`src/shared/flash_host_pkg.sv`:
```
// Constants for the parallel flash host controller.
// Assumes a 25 MHz controller clock and a byte-wide flash on the pins.
package flash_host_pkg;

	// --------------------------------------------------------------
	// Clock and timing
	// --------------------------------------------------------------
	localparam int CLK_NS = 40;
	localparam int T_RESET_PULSE_NS = 500;
	localparam int T_READY_ALG_NS = 20000;
	localparam int T_READY_IDLE_NS = 500;
	localparam int T_RESET_HIGH_NS = 50;
	localparam int T_ACCESS_NS = 90;
	localparam int T_WRITE_PULSE_NS = 35;
	localparam int T_WRITE_HIGH_NS = 30;
	localparam int T_BUSY_NS = 90;

	localparam int CW = 16;
	localparam logic [CW-1:0] RESET_PULSE_CYC =
		CW'((T_RESET_PULSE_NS + CLK_NS - 1) / CLK_NS);
	localparam logic [CW-1:0] READY_ALG_CYC =
		CW'((T_READY_ALG_NS + T_RESET_HIGH_NS + CLK_NS - 1) / CLK_NS);
	localparam logic [CW-1:0] READY_IDLE_CYC =
		CW'((T_READY_IDLE_NS + T_RESET_HIGH_NS + CLK_NS - 1) / CLK_NS);
	localparam logic [CW-1:0] ACCESS_CYC =
		CW'((T_ACCESS_NS + CLK_NS - 1) / CLK_NS);
	localparam logic [CW-1:0] WRITE_PULSE_CYC =
		CW'((T_WRITE_PULSE_NS + CLK_NS - 1) / CLK_NS);
	localparam logic [CW-1:0] WRITE_HIGH_CYC =
		CW'((T_WRITE_HIGH_NS + CLK_NS - 1) / CLK_NS);
	localparam logic [CW-1:0] BUSY_CYC =
		CW'((T_BUSY_NS + CLK_NS - 1) / CLK_NS);

	// --------------------------------------------------------------
	// Operations requested by the user
	// --------------------------------------------------------------
	localparam logic [2:0] OP_READ = 3'h0;
	localparam logic [2:0] OP_PROGRAM = 3'h1;
	localparam logic [2:0] OP_RESET = 3'h2;
	localparam logic [2:0] OP_ID_ENTER = 3'h3;
	localparam logic [2:0] OP_ID_EXIT = 3'h4;
	localparam logic [2:0] OP_ID_HV = 3'h5;
	localparam logic [2:0] OP_PROTECT = 3'h6;
	localparam logic [2:0] OP_UNPROTECT = 3'h7;

	// --------------------------------------------------------------
	// Command cycles and address fields
	// --------------------------------------------------------------
	localparam logic [18:0] UNLOCK1_ADDR = 19'h00555;
	localparam logic [18:0] UNLOCK2_ADDR = 19'h002aa;
	localparam logic [7:0] UNLOCK1_DATA = 8'haa;
	localparam logic [7:0] UNLOCK2_DATA = 8'h55;
	localparam logic [7:0] CMD_PROGRAM = 8'ha0;
	localparam logic [7:0] CMD_AUTOSELECT = 8'h90;
	localparam logic [7:0] CMD_RESET = 8'hf0;
	localparam logic [7:0] DATA_NONE = 8'h00;
	localparam logic [18:0] SECTOR_MASK = 19'h7e000;
	localparam int A6_BIT = 6;
	localparam int A1_BIT = 1;
	localparam int A0_BIT = 0;
	localparam logic [3:0] SECTOR_COUNT = 4'hb;

	// Sector base addresses, index 0 in the rightmost slot.
	localparam logic [10:0][18:0] TOP_BASE = {
		19'h7c000, 19'h7a000, 19'h78000, 19'h70000, 19'h60000,
		19'h50000, 19'h40000, 19'h30000, 19'h20000, 19'h10000,
		19'h00000};
	localparam logic [10:0][18:0] BOTTOM_BASE = {
		19'h70000, 19'h60000, 19'h50000, 19'h40000, 19'h30000,
		19'h20000, 19'h10000, 19'h08000, 19'h06000, 19'h04000,
		19'h00000};

	// --------------------------------------------------------------
	// Controller states
	// --------------------------------------------------------------
	typedef enum logic [6:0] {
		ST_IDLE = 7'h01,
		ST_READ = 7'h02,
		ST_WR_SETUP = 7'h04,
		ST_WR_LOW = 7'h08,
		ST_WR_HIGH = 7'h10,
		ST_BUSY_WAIT = 7'h20,
		ST_RST_LOW = 7'h40
	} state_t;

endpackage

```
`src/hw/flash_host.sv`:
```
// Host controller that drives a byte-wide boot-sector flash over its pins.
// Assumes the flash bus inputs are synchronous to mclk and that external
// level shifters turn reset_hv and a9_hv into the high-voltage levels.
//
// Summary of operation
// RULE1: Reset pin low for minimum pulse time.
// RULE2: Device returns to read array after reset.
// RULE3: Wait for ready after reset during algorithm.
// RULE4: Wait shorter settle when reset while idle.
// RULE5: Report aborted operation so user reissues it.
// RULE6: Top boot sector bases per address bits.
// RULE7: Bottom boot sector bases per address bits.
// RULE8: A9 high voltage, A6 low reads IDs.
// RULE9: A1 high, A0 low verifies sector protection.
// RULE10: Enter identification mode by command sequence.
// RULE11: Protected sectors refuse program and erase.
// RULE12: Unprotect reenables program and erase.
// RULE13: Protect all sectors before unprotect write.
// RULE14: Sectors arrive unprotected.
// RULE15: Strobe pulses far longer than glitch width.
// RULE16: Write only with select, strobe low, gate high.
// RULE17: Strobe held high from reset onward.
// RULE18: Reads need no command after power up.
// RULE19: Program preceded by unlock cycles.
// RULE20: Protect selected by reset high voltage only.
// RULE21: High voltage removed after each protect operation.
// RULE22: Leave identification mode with reset command.
// RULE23: High voltage given as separate qualifiers.
`timescale 1ns/10ps

module flash_host #(
	parameter bit BOTTOM_BOOT = 1'b0,
	parameter logic [15:0] READY_ALG_CYCLES = flash_host_pkg::READY_ALG_CYC
) (
	input wire logic mclk,
	input wire logic rstn,
	input wire logic cmd_valid,
	input wire logic [2:0] cmd_op,
	input wire logic [18:0] cmd_addr,
	input wire logic [7:0] cmd_data,
	output logic cmd_ready,
	output logic rsp_valid,
	output logic [7:0] rsp_data,
	output logic rsp_aborted,
	output logic flash_ce_n,
	output logic flash_oe_n,
	output logic flash_we_n,
	output logic [18:0] flash_addr,
	input wire logic [7:0] flash_dq_in,
	output logic [7:0] flash_dq_out,
	output logic flash_dq_oe,
	output logic flash_reset_n,
	output logic reset_hv,
	output logic a9_hv,
	input wire logic ready_busy_n
);

	// --------------------------------------------------------------
	// State record
	// --------------------------------------------------------------
	typedef struct packed {
		flash_host_pkg::state_t st;
		logic [15:0] cnt;
		logic [3:0] step;
		logic [2:0] op;
		logic [18:0] uaddr;
		logic [7:0] udata;
		logic was_busy;
		logic is_reset;
		logic ce_n;
		logic oe_n;
		logic we_n;
		logic [18:0] addr;
		logic [7:0] dq_out;
		logic dq_oe;
		logic reset_n;
		logic reset_hv;
		logic a9_hv;
		logic cmd_ready;
		logic rsp_valid;
		logic [7:0] rsp_data;
		logic rsp_aborted;
	} host_t;

	host_t s;
	host_t next_s;

	// --------------------------------------------------------------
	// Helpers
	// --------------------------------------------------------------
	function automatic logic [18:0] sector_base(input logic [3:0] idx);
		if (BOTTOM_BOOT) begin
			return flash_host_pkg::BOTTOM_BASE[idx]; // [RULE7]
		end
		return flash_host_pkg::TOP_BASE[idx]; // [RULE6]
	endfunction

	function automatic logic [18:0] prot_addr(input logic [18:0] a,
		input logic unprot);
		logic [18:0] r;
		r = a & flash_host_pkg::SECTOR_MASK;
		r[flash_host_pkg::A1_BIT] = 1'b1;
		r[flash_host_pkg::A0_BIT] = 1'b0;
		r[flash_host_pkg::A6_BIT] = unprot;
		return r;
	endfunction

	// Address and data of one write step of a command sequence.
	function automatic logic [26:0] seq_word(input logic [2:0] op,
		input logic [3:0] step, input logic [18:0] a, input logic [7:0] d);
		logic [26:0] w;
		w = {flash_host_pkg::UNLOCK1_ADDR, flash_host_pkg::UNLOCK1_DATA};
		case (op)
		flash_host_pkg::OP_PROGRAM, flash_host_pkg::OP_ID_ENTER: begin
			if (step == 4'h1) begin
				w = {flash_host_pkg::UNLOCK2_ADDR,
					flash_host_pkg::UNLOCK2_DATA};
			end else if (step == 4'h2) begin
				w = {flash_host_pkg::UNLOCK1_ADDR,
					(op == flash_host_pkg::OP_PROGRAM) ?
					flash_host_pkg::CMD_PROGRAM :
					flash_host_pkg::CMD_AUTOSELECT}; // [RULE10]
			end else if (step == 4'h3) begin
				w = {a, d}; // [RULE19]
			end
		end
		flash_host_pkg::OP_ID_EXIT: begin
			w = {a, flash_host_pkg::CMD_RESET}; // [RULE22]
		end
		flash_host_pkg::OP_PROTECT: begin
			w = {prot_addr(a, 1'b0), flash_host_pkg::DATA_NONE};
		end
		default: begin
			if (step < flash_host_pkg::SECTOR_COUNT) begin
				w = {prot_addr(sector_base(step), 1'b0),
					flash_host_pkg::DATA_NONE}; // [RULE13]
			end else begin
				w = {prot_addr(a, 1'b1), flash_host_pkg::DATA_NONE};
			end
		end
		endcase
		return w;
	endfunction

	function automatic logic seq_last(input logic [2:0] op,
		input logic [3:0] step);
		case (op)
		flash_host_pkg::OP_PROGRAM: return step == 4'h3;
		flash_host_pkg::OP_ID_ENTER: return step == 4'h2;
		flash_host_pkg::OP_UNPROTECT:
			return step == flash_host_pkg::SECTOR_COUNT;
		default: return 1'b1;
		endcase
	endfunction

	// --------------------------------------------------------------
	// Next state
	// --------------------------------------------------------------
	always_comb begin
		logic [26:0] w;
		w = seq_word(s.op, s.step, s.uaddr, s.udata);
		next_s = s;
		next_s.rsp_valid = 1'b0;
		if (s.cnt != 16'h0000) begin
			next_s.cnt = s.cnt - 16'h0001;
		end
		case (s.st)
		flash_host_pkg::ST_IDLE: begin
			if (cmd_valid && s.cmd_ready) begin
				next_s.cmd_ready = 1'b0;
				next_s.op = cmd_op;
				next_s.uaddr = cmd_addr;
				next_s.udata = cmd_data;
				next_s.step = 4'h0;
				next_s.rsp_aborted = 1'b0;
				next_s.is_reset = 1'b0;
				if (cmd_op == flash_host_pkg::OP_READ ||
					cmd_op == flash_host_pkg::OP_ID_HV) begin
					// Plain reads need no command first. [RULE18]
					next_s.addr = cmd_addr;
					if (cmd_op == flash_host_pkg::OP_ID_HV) begin
						next_s.addr[flash_host_pkg::A6_BIT] = 1'b0; // [RULE8]
						next_s.a9_hv = 1'b1; // [RULE8] [RULE9] [RULE23]
					end
					next_s.ce_n = 1'b0;
					next_s.oe_n = 1'b0;
					next_s.cnt = flash_host_pkg::ACCESS_CYC;
					next_s.st = flash_host_pkg::ST_READ;
				end else if (cmd_op == flash_host_pkg::OP_RESET) begin
					next_s.reset_n = 1'b0; // [RULE1]
					next_s.was_busy = ~ready_busy_n;
					next_s.is_reset = 1'b1;
					next_s.cnt = flash_host_pkg::RESET_PULSE_CYC;
					next_s.st = flash_host_pkg::ST_RST_LOW;
				end else begin
					next_s.reset_hv =
						cmd_op == flash_host_pkg::OP_PROTECT ||
						cmd_op == flash_host_pkg::OP_UNPROTECT; // [RULE20] [RULE23]
					next_s.st = flash_host_pkg::ST_WR_SETUP;
				end
			end
		end
		flash_host_pkg::ST_READ: begin
			if (s.cnt == 16'h0000) begin
				next_s.rsp_data = flash_dq_in;
				next_s.ce_n = 1'b1;
				next_s.oe_n = 1'b1;
				next_s.a9_hv = 1'b0;
				next_s.rsp_valid = 1'b1;
				next_s.cmd_ready = 1'b1;
				next_s.st = flash_host_pkg::ST_IDLE;
			end
		end
		flash_host_pkg::ST_WR_SETUP: begin
			next_s.addr = w[26:8];
			next_s.dq_out = w[7:0];
			next_s.dq_oe = 1'b1;
			next_s.oe_n = 1'b1;
			next_s.ce_n = 1'b0;
			next_s.st = flash_host_pkg::ST_WR_LOW;
			next_s.cnt = flash_host_pkg::WRITE_PULSE_CYC;
		end
		flash_host_pkg::ST_WR_LOW: begin
			next_s.we_n = 1'b0; // [RULE16]
			if (s.cnt == 16'h0000 && !s.we_n) begin
				next_s.we_n = 1'b1; // [RULE15]
				next_s.ce_n = 1'b1;
				next_s.cnt = flash_host_pkg::WRITE_HIGH_CYC;
				next_s.st = flash_host_pkg::ST_WR_HIGH;
			end
		end
		flash_host_pkg::ST_WR_HIGH: begin
			if (s.cnt == 16'h0000) begin
				next_s.dq_oe = 1'b0;
				next_s.cnt = flash_host_pkg::BUSY_CYC;
				next_s.st = flash_host_pkg::ST_BUSY_WAIT;
			end
		end
		flash_host_pkg::ST_BUSY_WAIT: begin
			if (s.cnt == 16'h0000 && ready_busy_n) begin // [RULE3] [RULE4]
				if (!s.is_reset && !seq_last(s.op, s.step)) begin
					next_s.step = s.step + 4'h1;
					next_s.st = flash_host_pkg::ST_WR_SETUP;
				end else begin
					next_s.reset_hv = 1'b0; // [RULE21]
					next_s.rsp_aborted = s.is_reset & s.was_busy; // [RULE5]
					next_s.rsp_valid = 1'b1;
					next_s.cmd_ready = 1'b1;
					next_s.st = flash_host_pkg::ST_IDLE;
				end
			end
		end
		flash_host_pkg::ST_RST_LOW: begin
			if (s.cnt == 16'h0000) begin
				next_s.reset_n = 1'b1; // [RULE2]
				next_s.cnt = s.was_busy ? READY_ALG_CYCLES :
					flash_host_pkg::READY_IDLE_CYC; // [RULE3] [RULE4]
				next_s.st = flash_host_pkg::ST_BUSY_WAIT;
			end
		end
		default: begin
			next_s.st = flash_host_pkg::ST_IDLE;
		end
		endcase
	end

	// --------------------------------------------------------------
	// State register
	// --------------------------------------------------------------
	always_ff @(posedge mclk or negedge rstn) begin
		if (!rstn) begin
			s <= '0;
			s.st <= flash_host_pkg::ST_IDLE;
			s.ce_n <= 1'b1;
			s.oe_n <= 1'b1;
			s.we_n <= 1'b1; // [RULE17]
			s.reset_n <= 1'b1;
			s.cmd_ready <= 1'b1;
		end else begin
			s <= next_s;
		end
	end

	assign cmd_ready = s.cmd_ready;
	assign rsp_valid = s.rsp_valid;
	assign rsp_data = s.rsp_data;
	assign rsp_aborted = s.rsp_aborted;
	assign flash_ce_n = s.ce_n;
	assign flash_oe_n = s.oe_n;
	assign flash_we_n = s.we_n;
	assign flash_addr = s.addr;
	assign flash_dq_out = s.dq_out;
	assign flash_dq_oe = s.dq_oe;
	assign flash_reset_n = s.reset_n;
	assign reset_hv = s.reset_hv;
	assign a9_hv = s.a9_hv;

endmodule // flash_host

```
`config.mk`:
```
export PLATFORM = sky130hd
export DESIGN_NAME = flash_host
export DESIGN_NICKNAME = d
export VERILOG_FILES = /design/src/shared/flash_host_pkg.sv /design/src/hw/flash_host.sv
export SDC_FILE = /design/constraint.sdc
export NUM_CORES = 1
export LEC_CHECK = 0
export BUFFER_PORTS_ARGS = -buffer_cell sky130_fd_sc_hd__buf_2
export CAP_MARGIN = 20
export CELL_PAD_IN_SITES_DETAIL_PLACEMENT = 1
export CELL_PAD_IN_SITES_GLOBAL_PLACEMENT = 2
export CORE_MARGIN = 5
export CORE_UTILIZATION = 37
export CTS_BUF_LIST = sky130_fd_sc_hd__clkbuf_4
export CTS_CLUSTER_DIAMETER = 200
export DETAILED_ROUTE_END_ITERATION = 7
export PLACE_DENSITY = 0.86
export SYNTH_ARGS = -nofsm -noshare
export SYNTH_HDL_FRONTEND = slang
export SYNTH_SLANG_ARGS = --single-unit
```
`constraint.sdc`:
```
create_clock -name mclk -period 2.8 [get_ports mclk]
set_clock_uncertainty 0.1 [all_clocks]
set_input_delay 0.28 -clock mclk [delete_from_list [all_inputs] [get_ports mclk]]
set_output_delay 0.28 -clock mclk [all_outputs]
set_load 0.02 [all_outputs]
```
After elaboration in Yosys (flattened, before gate mapping)
Memory sizes are Yosys's and may differ from the RTL's.
Cells that the tools add are included.
{ "totals": {"input_bits": 42, "out_inout_bits": 45, "word_cells": 159, "register_bits": 104, "mem_count": 1, "mem_bits_ro": 304} }
{ "classes": {"n_addsub": 2, "reduce_logical": 35, "n_mux": 62, "order_cmp": 2, "n_eq_ne": 33, "bitwise": 3} }
{ "mem_list": {"columns": ["memory", "depth", "word_bits", "rd", "rd_ports_with_merged_regs", "write_ports", "line", "rtl"], "rows": [
  ["(no name shown)", 16, 19, 1, 0, 0, "flash_host.sv:95", "return flash_host_pkg::TOP_BASE[idx];"]
]} }
{ "op_table": {"columns": ["cell", "n"], "rows": [
  ["$mux 27", 4],
  ["$mux 23", 4],
  ["$pmux 27 s3", 1],
  ["$pmux 16 s5", 1],
  ["$mux 61", 1],
  ["$mux 19", 3],
  ["$pmux 7 s7", 1],
  ["$pmux 19 s2", 1],
  ["$mux 16", 2],
  ["$ne 2x2->1 const B", 13],
  ["$mux 7", 3],
  ["$reduce_and 5->1", 4],
  ["$eq 3x3->1 const B", 6],
  ["$logic_not 16->1", 1],
  ["$mux 1", 16],
  ["$reduce_and 4->1", 4],
  ["$reduce_bool 16->1", 1],
  ["$sub 16x1->16 const B", 1],
  ["$mux 2", 7],
  ["$mux 4", 3],
  ["$pmux 1 s2", 6],
  ["$reduce_and 6->1", 2],
  ["$mux 11", 1],
  ["$reduce_bool 2->1", 5],
  ["other kinds (32)", 46]
]} }

Logic depth before layout (Yosys ltp)
{ "depth": {"ltp_word": 9, "depth_mapped": 12, "mapped_depth_nobuf": 11} }

Least setup slack after synthesis
OpenSTA, ideal clock, no wires.
{ "synth_timing": {"path_type": "register to register", "start": "register s[91] (netlist bit)", "end": "register s[81] (netlist bit)", "synth_period_minus_slack_ns": 2.561, "path_stages_with_launch": 11, "t_arrival_ns": 2.367, "required_ns": 2.606, "n_path_buf": 2, "setup_time_ns": 0.094, "path_slack_ns": 0.239, "path_cell_list": "dfrtp_1 > or3_1 > or2_1 > buf_2 > nor2_4 > inv_2 > buf_6 > ha_1 > o41ai_1 > nor3_1 > a211oi_1"} }
{ "synth_lines": {"columns": ["item", "line", "rtl"], "rows": [
  ["start, declared", "flash_host.sv:85", "host_t s;"],
  ["start signal, assigned", "flash_host.sv:280", "s <= next_s;"]
]} }

Worst setup path after layout
{ "layout_timing": {"start": "register s[77] (netlist bit)", "end": "register s (netlist bit flash_addr[6])"} }
{ "layout_via": {"elab_chain_cells": 6, "elab_cells_between_ends": 10, "cone_classes": "order compare: 1; eq/ne: 3; mux: 6"} }
{ "layout_lines": {"columns": ["item", "line", "rtl"], "rows": [
  ["$eq 4x2->1", "flash_host.sv:123", "end else if (step == 4'h3) begin"],
  ["$mux 27", "flash_host.sv:123", null],
  ["$mux 27", "flash_host.sv:118", "end else if (step == 4'h2) begin"],
  ["$mux 27", "flash_host.sv:115", "if (step == 4'h1) begin"],
  ["$pmux 27 s3 (*)", "flash_host.sv:113", "case (op)"],
  ["$pmux 19 s2 (*)", "flash_host.sv:167", "case (s.st)"]
]} }
Every way passes the cells marked *; elsewhere a longest branch is shown, timed or not.
A chain may end at the register's enable or synchronous reset.

==> metrics.cfg <==
[status]
status=completed

[cells_and_area]
final_cell_mix=dfrtp_1, buf_2, nand2_1
nNetsFinal=716
area_growth_pct=18.1
drive_gt1_share_pct=26.0
layout_commonest_cell=dfrtp_1
n_antenna_cell=0

[detailed_routing]
initialDrtViolationCount=234
wl_um=16500
drtPass1Iterations=4
wl_per_cell_um=19.2
drc=0
detail_route.vias_per_cell=5.54
num_vias=4767
antenna_left=0

[place]
dp_hpwl_um=12100
dp_slack_ns=0.231
numPortBuffers=86
gp_congestion=0.825

[sta]
post-route-period-util_pct=92.3
worstMarginPinSlew_ns=0.663
rsz0062_at_grt=false
fin_tns_setup_ns=0
max_freq_mhz=387
finalHoldViolations=0
finalSetupViolations=0
period_needed_ns=2.58
slew_headroom_pct=55.2
worst_slack_ns=0.216
slew_viol_final=0

[logic_synthesis]
synth.yosys.seq_area_share_pct=45.9
ys_types=74
synth_top_cell_by_area=dfrtp_1
synth_seq_cells=104
ys_warn_count=0
syn_area_um2=5680
async_reset_ff_share_pct=100
ys.flop_type=dfrtp_1
syn_nets=617
synth-edff-count=0
syn_avg_cell_area_um2=9.99
netlist_instances=569
yosys-top-cells-area=dfrtp_1, mux2_2, buf_4
synth_top_area_share_pct=43.2

[floorplan]
core_area_um2=15100
die_area_um2=17900
initial_utilization_pct=37.5
row_count=45
die_h_um=134
fp.dieW_um=134
io_pins=87

[clocking]
cts_setup_buffers=0
clkTransAtPathRegs_ns=0.16
clk_latency_ns=0.49
ctsLongestPathBuffers=2
cts_tree=yes
tritoncts_num_sinks=104
clockRootBuffer=clkbuf_4
cts_inserted_buffers=9
htree_levels=3

[worst_setup_path]
reg2reg_depth=6
crit_path_max_fanout=7
reg2reg_setup_slack_ns=0.22
crit_required_ns=3.06
r2r-start=s[77]
endpoint_kind=register
worstPathArrival_ns=2.85
cp-start-kind=register
r2r-end=flash_addr[6]
critPathKind=register to register

[power]
vdd_ir_drop_max_mv=0.203
p_per_area_nw_per_um2=373
p_leak_nw=3.18

[job]
cap_violations=0

[min_path]
holdCritStartpoint=cmd_op[2]
min_path_type=input pin to register
min_to=s[76]
holdPathStages=2

[global_route]
overflow=0
grt_pass1_wl_um=26900
antenna_found_initial=0
grt_pass1_vias=5261
grt_max_degree=47
grt_use_total_pct=18.8

[cells in the mapped netlist, types with 4 or more instances]
cell / number
nor3_1: 15
nand3b_1: 5
inv_1: 14
ha_1: 6
o21ai_0: 37
clkbuf_1: 12
or3_1: 6
mux2_2: 24
and3_1: 4
nor2_1: 35
dfrtp_1: 98
nand2_1: 54
and2_1: 6
o31ai_1: 5
nand2b_1: 7
a31oi_1: 17
mux2_1: 16
buf_4: 35
a21o_1: 5
nand4b_1: 4
a211oi_1: 8
nand3_1: 6
xor2_1: 5
dfstp_2: 6
o211ai_1: 6
a21oi_1: 35
nand4_1: 4
nor2b_1: 7
buf_2: 11
o22ai_1: 4
xnor2_1: 4
[metrics by stage]
step | instance area, µm² | power [mW] | hold WS [ns] | utilization [%] | instances
6_report | 6710 | 2.51 | 0.0482 | 44.3 | 861
5_1_grt | 6710 | 2.61 | 0.0129 | 44.3 | 861
4_1_cts | 6710 | 2.54 | 0.0178 | 44.3 | 861
3_5_place_dp | 6140 | 1.62 | 0.247 | 40.6 | 805
3_3_place_gp | 6140 | 1.61 | 0.238 | 40.6 | 805
2_1_floorplan | 5680 | 1.54 | -0.116 | - | 569
[registers in the layout, indices dropped and copies added, names as in the netlist]
| name | cells |
|---|---|
| s | 59 |
| flash_addr | 19 |
| flash_dq_out | 8 |
| rsp_data | 8 |
| a9_hv | 1 |
| cmd_ready | 1 |
| flash_ce_n | 1 |
| flash_dq_oe | 1 |
| flash_oe_n | 1 |
| flash_reset_n | 1 |
| flash_we_n | 1 |
| reset_hv | 1 |
| rsp_aborted | 1 |
| rsp_valid | 1 |
[power breakdown]
group	internal [mW]	switching [mW]	total (mW)	leakage (nW)
registers	1.50	0	1.50	1.32
logic	0.0651	0.0630	0.128	1.78
clock network	0.369	0.506	0.875	0.0824
total	1.94	0.569	2.51	3.18
[critical path: stages, from the launching register on]
cell and delay [ns]:
dfrtp_1 0.50, inv_1 0.07, ha_1 0.26, or4b_2 0.70
and3_1 0.30, a2111oi_0 0.43, a21oi_1 0.09
[layer usage]
| metal | track usage, % | vias to the layer above | part of all wire (%) |
|---|---|---|---|
| met5 | 0 | - | 0 |
| met4 | 7.20 | 0 | 2.3 |
| met3 | 3.83 | 33 | 3.7 |
| met2 | 32.9 | 117 | 50 |
| met1 | 22.7 | 2390 | 44 |
| li1 | - | 2227 | - |
[timing repair]
action                                 4_1_cts  5_1_grt
endpoints found under the hold margin       94        0
setup endpoints to repair                    0        1
hold buffers                                40        0
resized for setup                            0        1
[logic make-up after synthesis]
kind of cell    synth area share [%]
compound gates                  16.9
xor+xnor                        1.39
buf+inv                         7.86
fa+ha+maj                       1.32
flops                           45.9
simple gates                    18.2
mux                             8.46
[how the worst max path moves through the flow]
stage	from	endpoint	slack [ns]	cells past startpoint
6_report	s[77]	flash_addr[6]	0.22	6
5_1_grt	s[91]	s[81]	0.09	8
4_1_cts	s[91]	s[81]	0.19	8
3_5_place_dp	s[91]	s[81]	0.23	8
3_3_place_gp	s[91]	s[81]	0.36	8
2_1_floorplan	s[91]	s[81]	0.24	10
[layout make-up]
type	count	area [µm²]
Tap cell	188	235
Fill cell	1745	8430
Clock buffer	10	75.1
Inverter	15	56.3
Clock inverter	6	85.1
Timing Repair Buffer	149	1020
Sequential cell	104	2610
Multi-Input combinational cell	389	2630
Note: power is estimated with default switching activity, not from simulation.
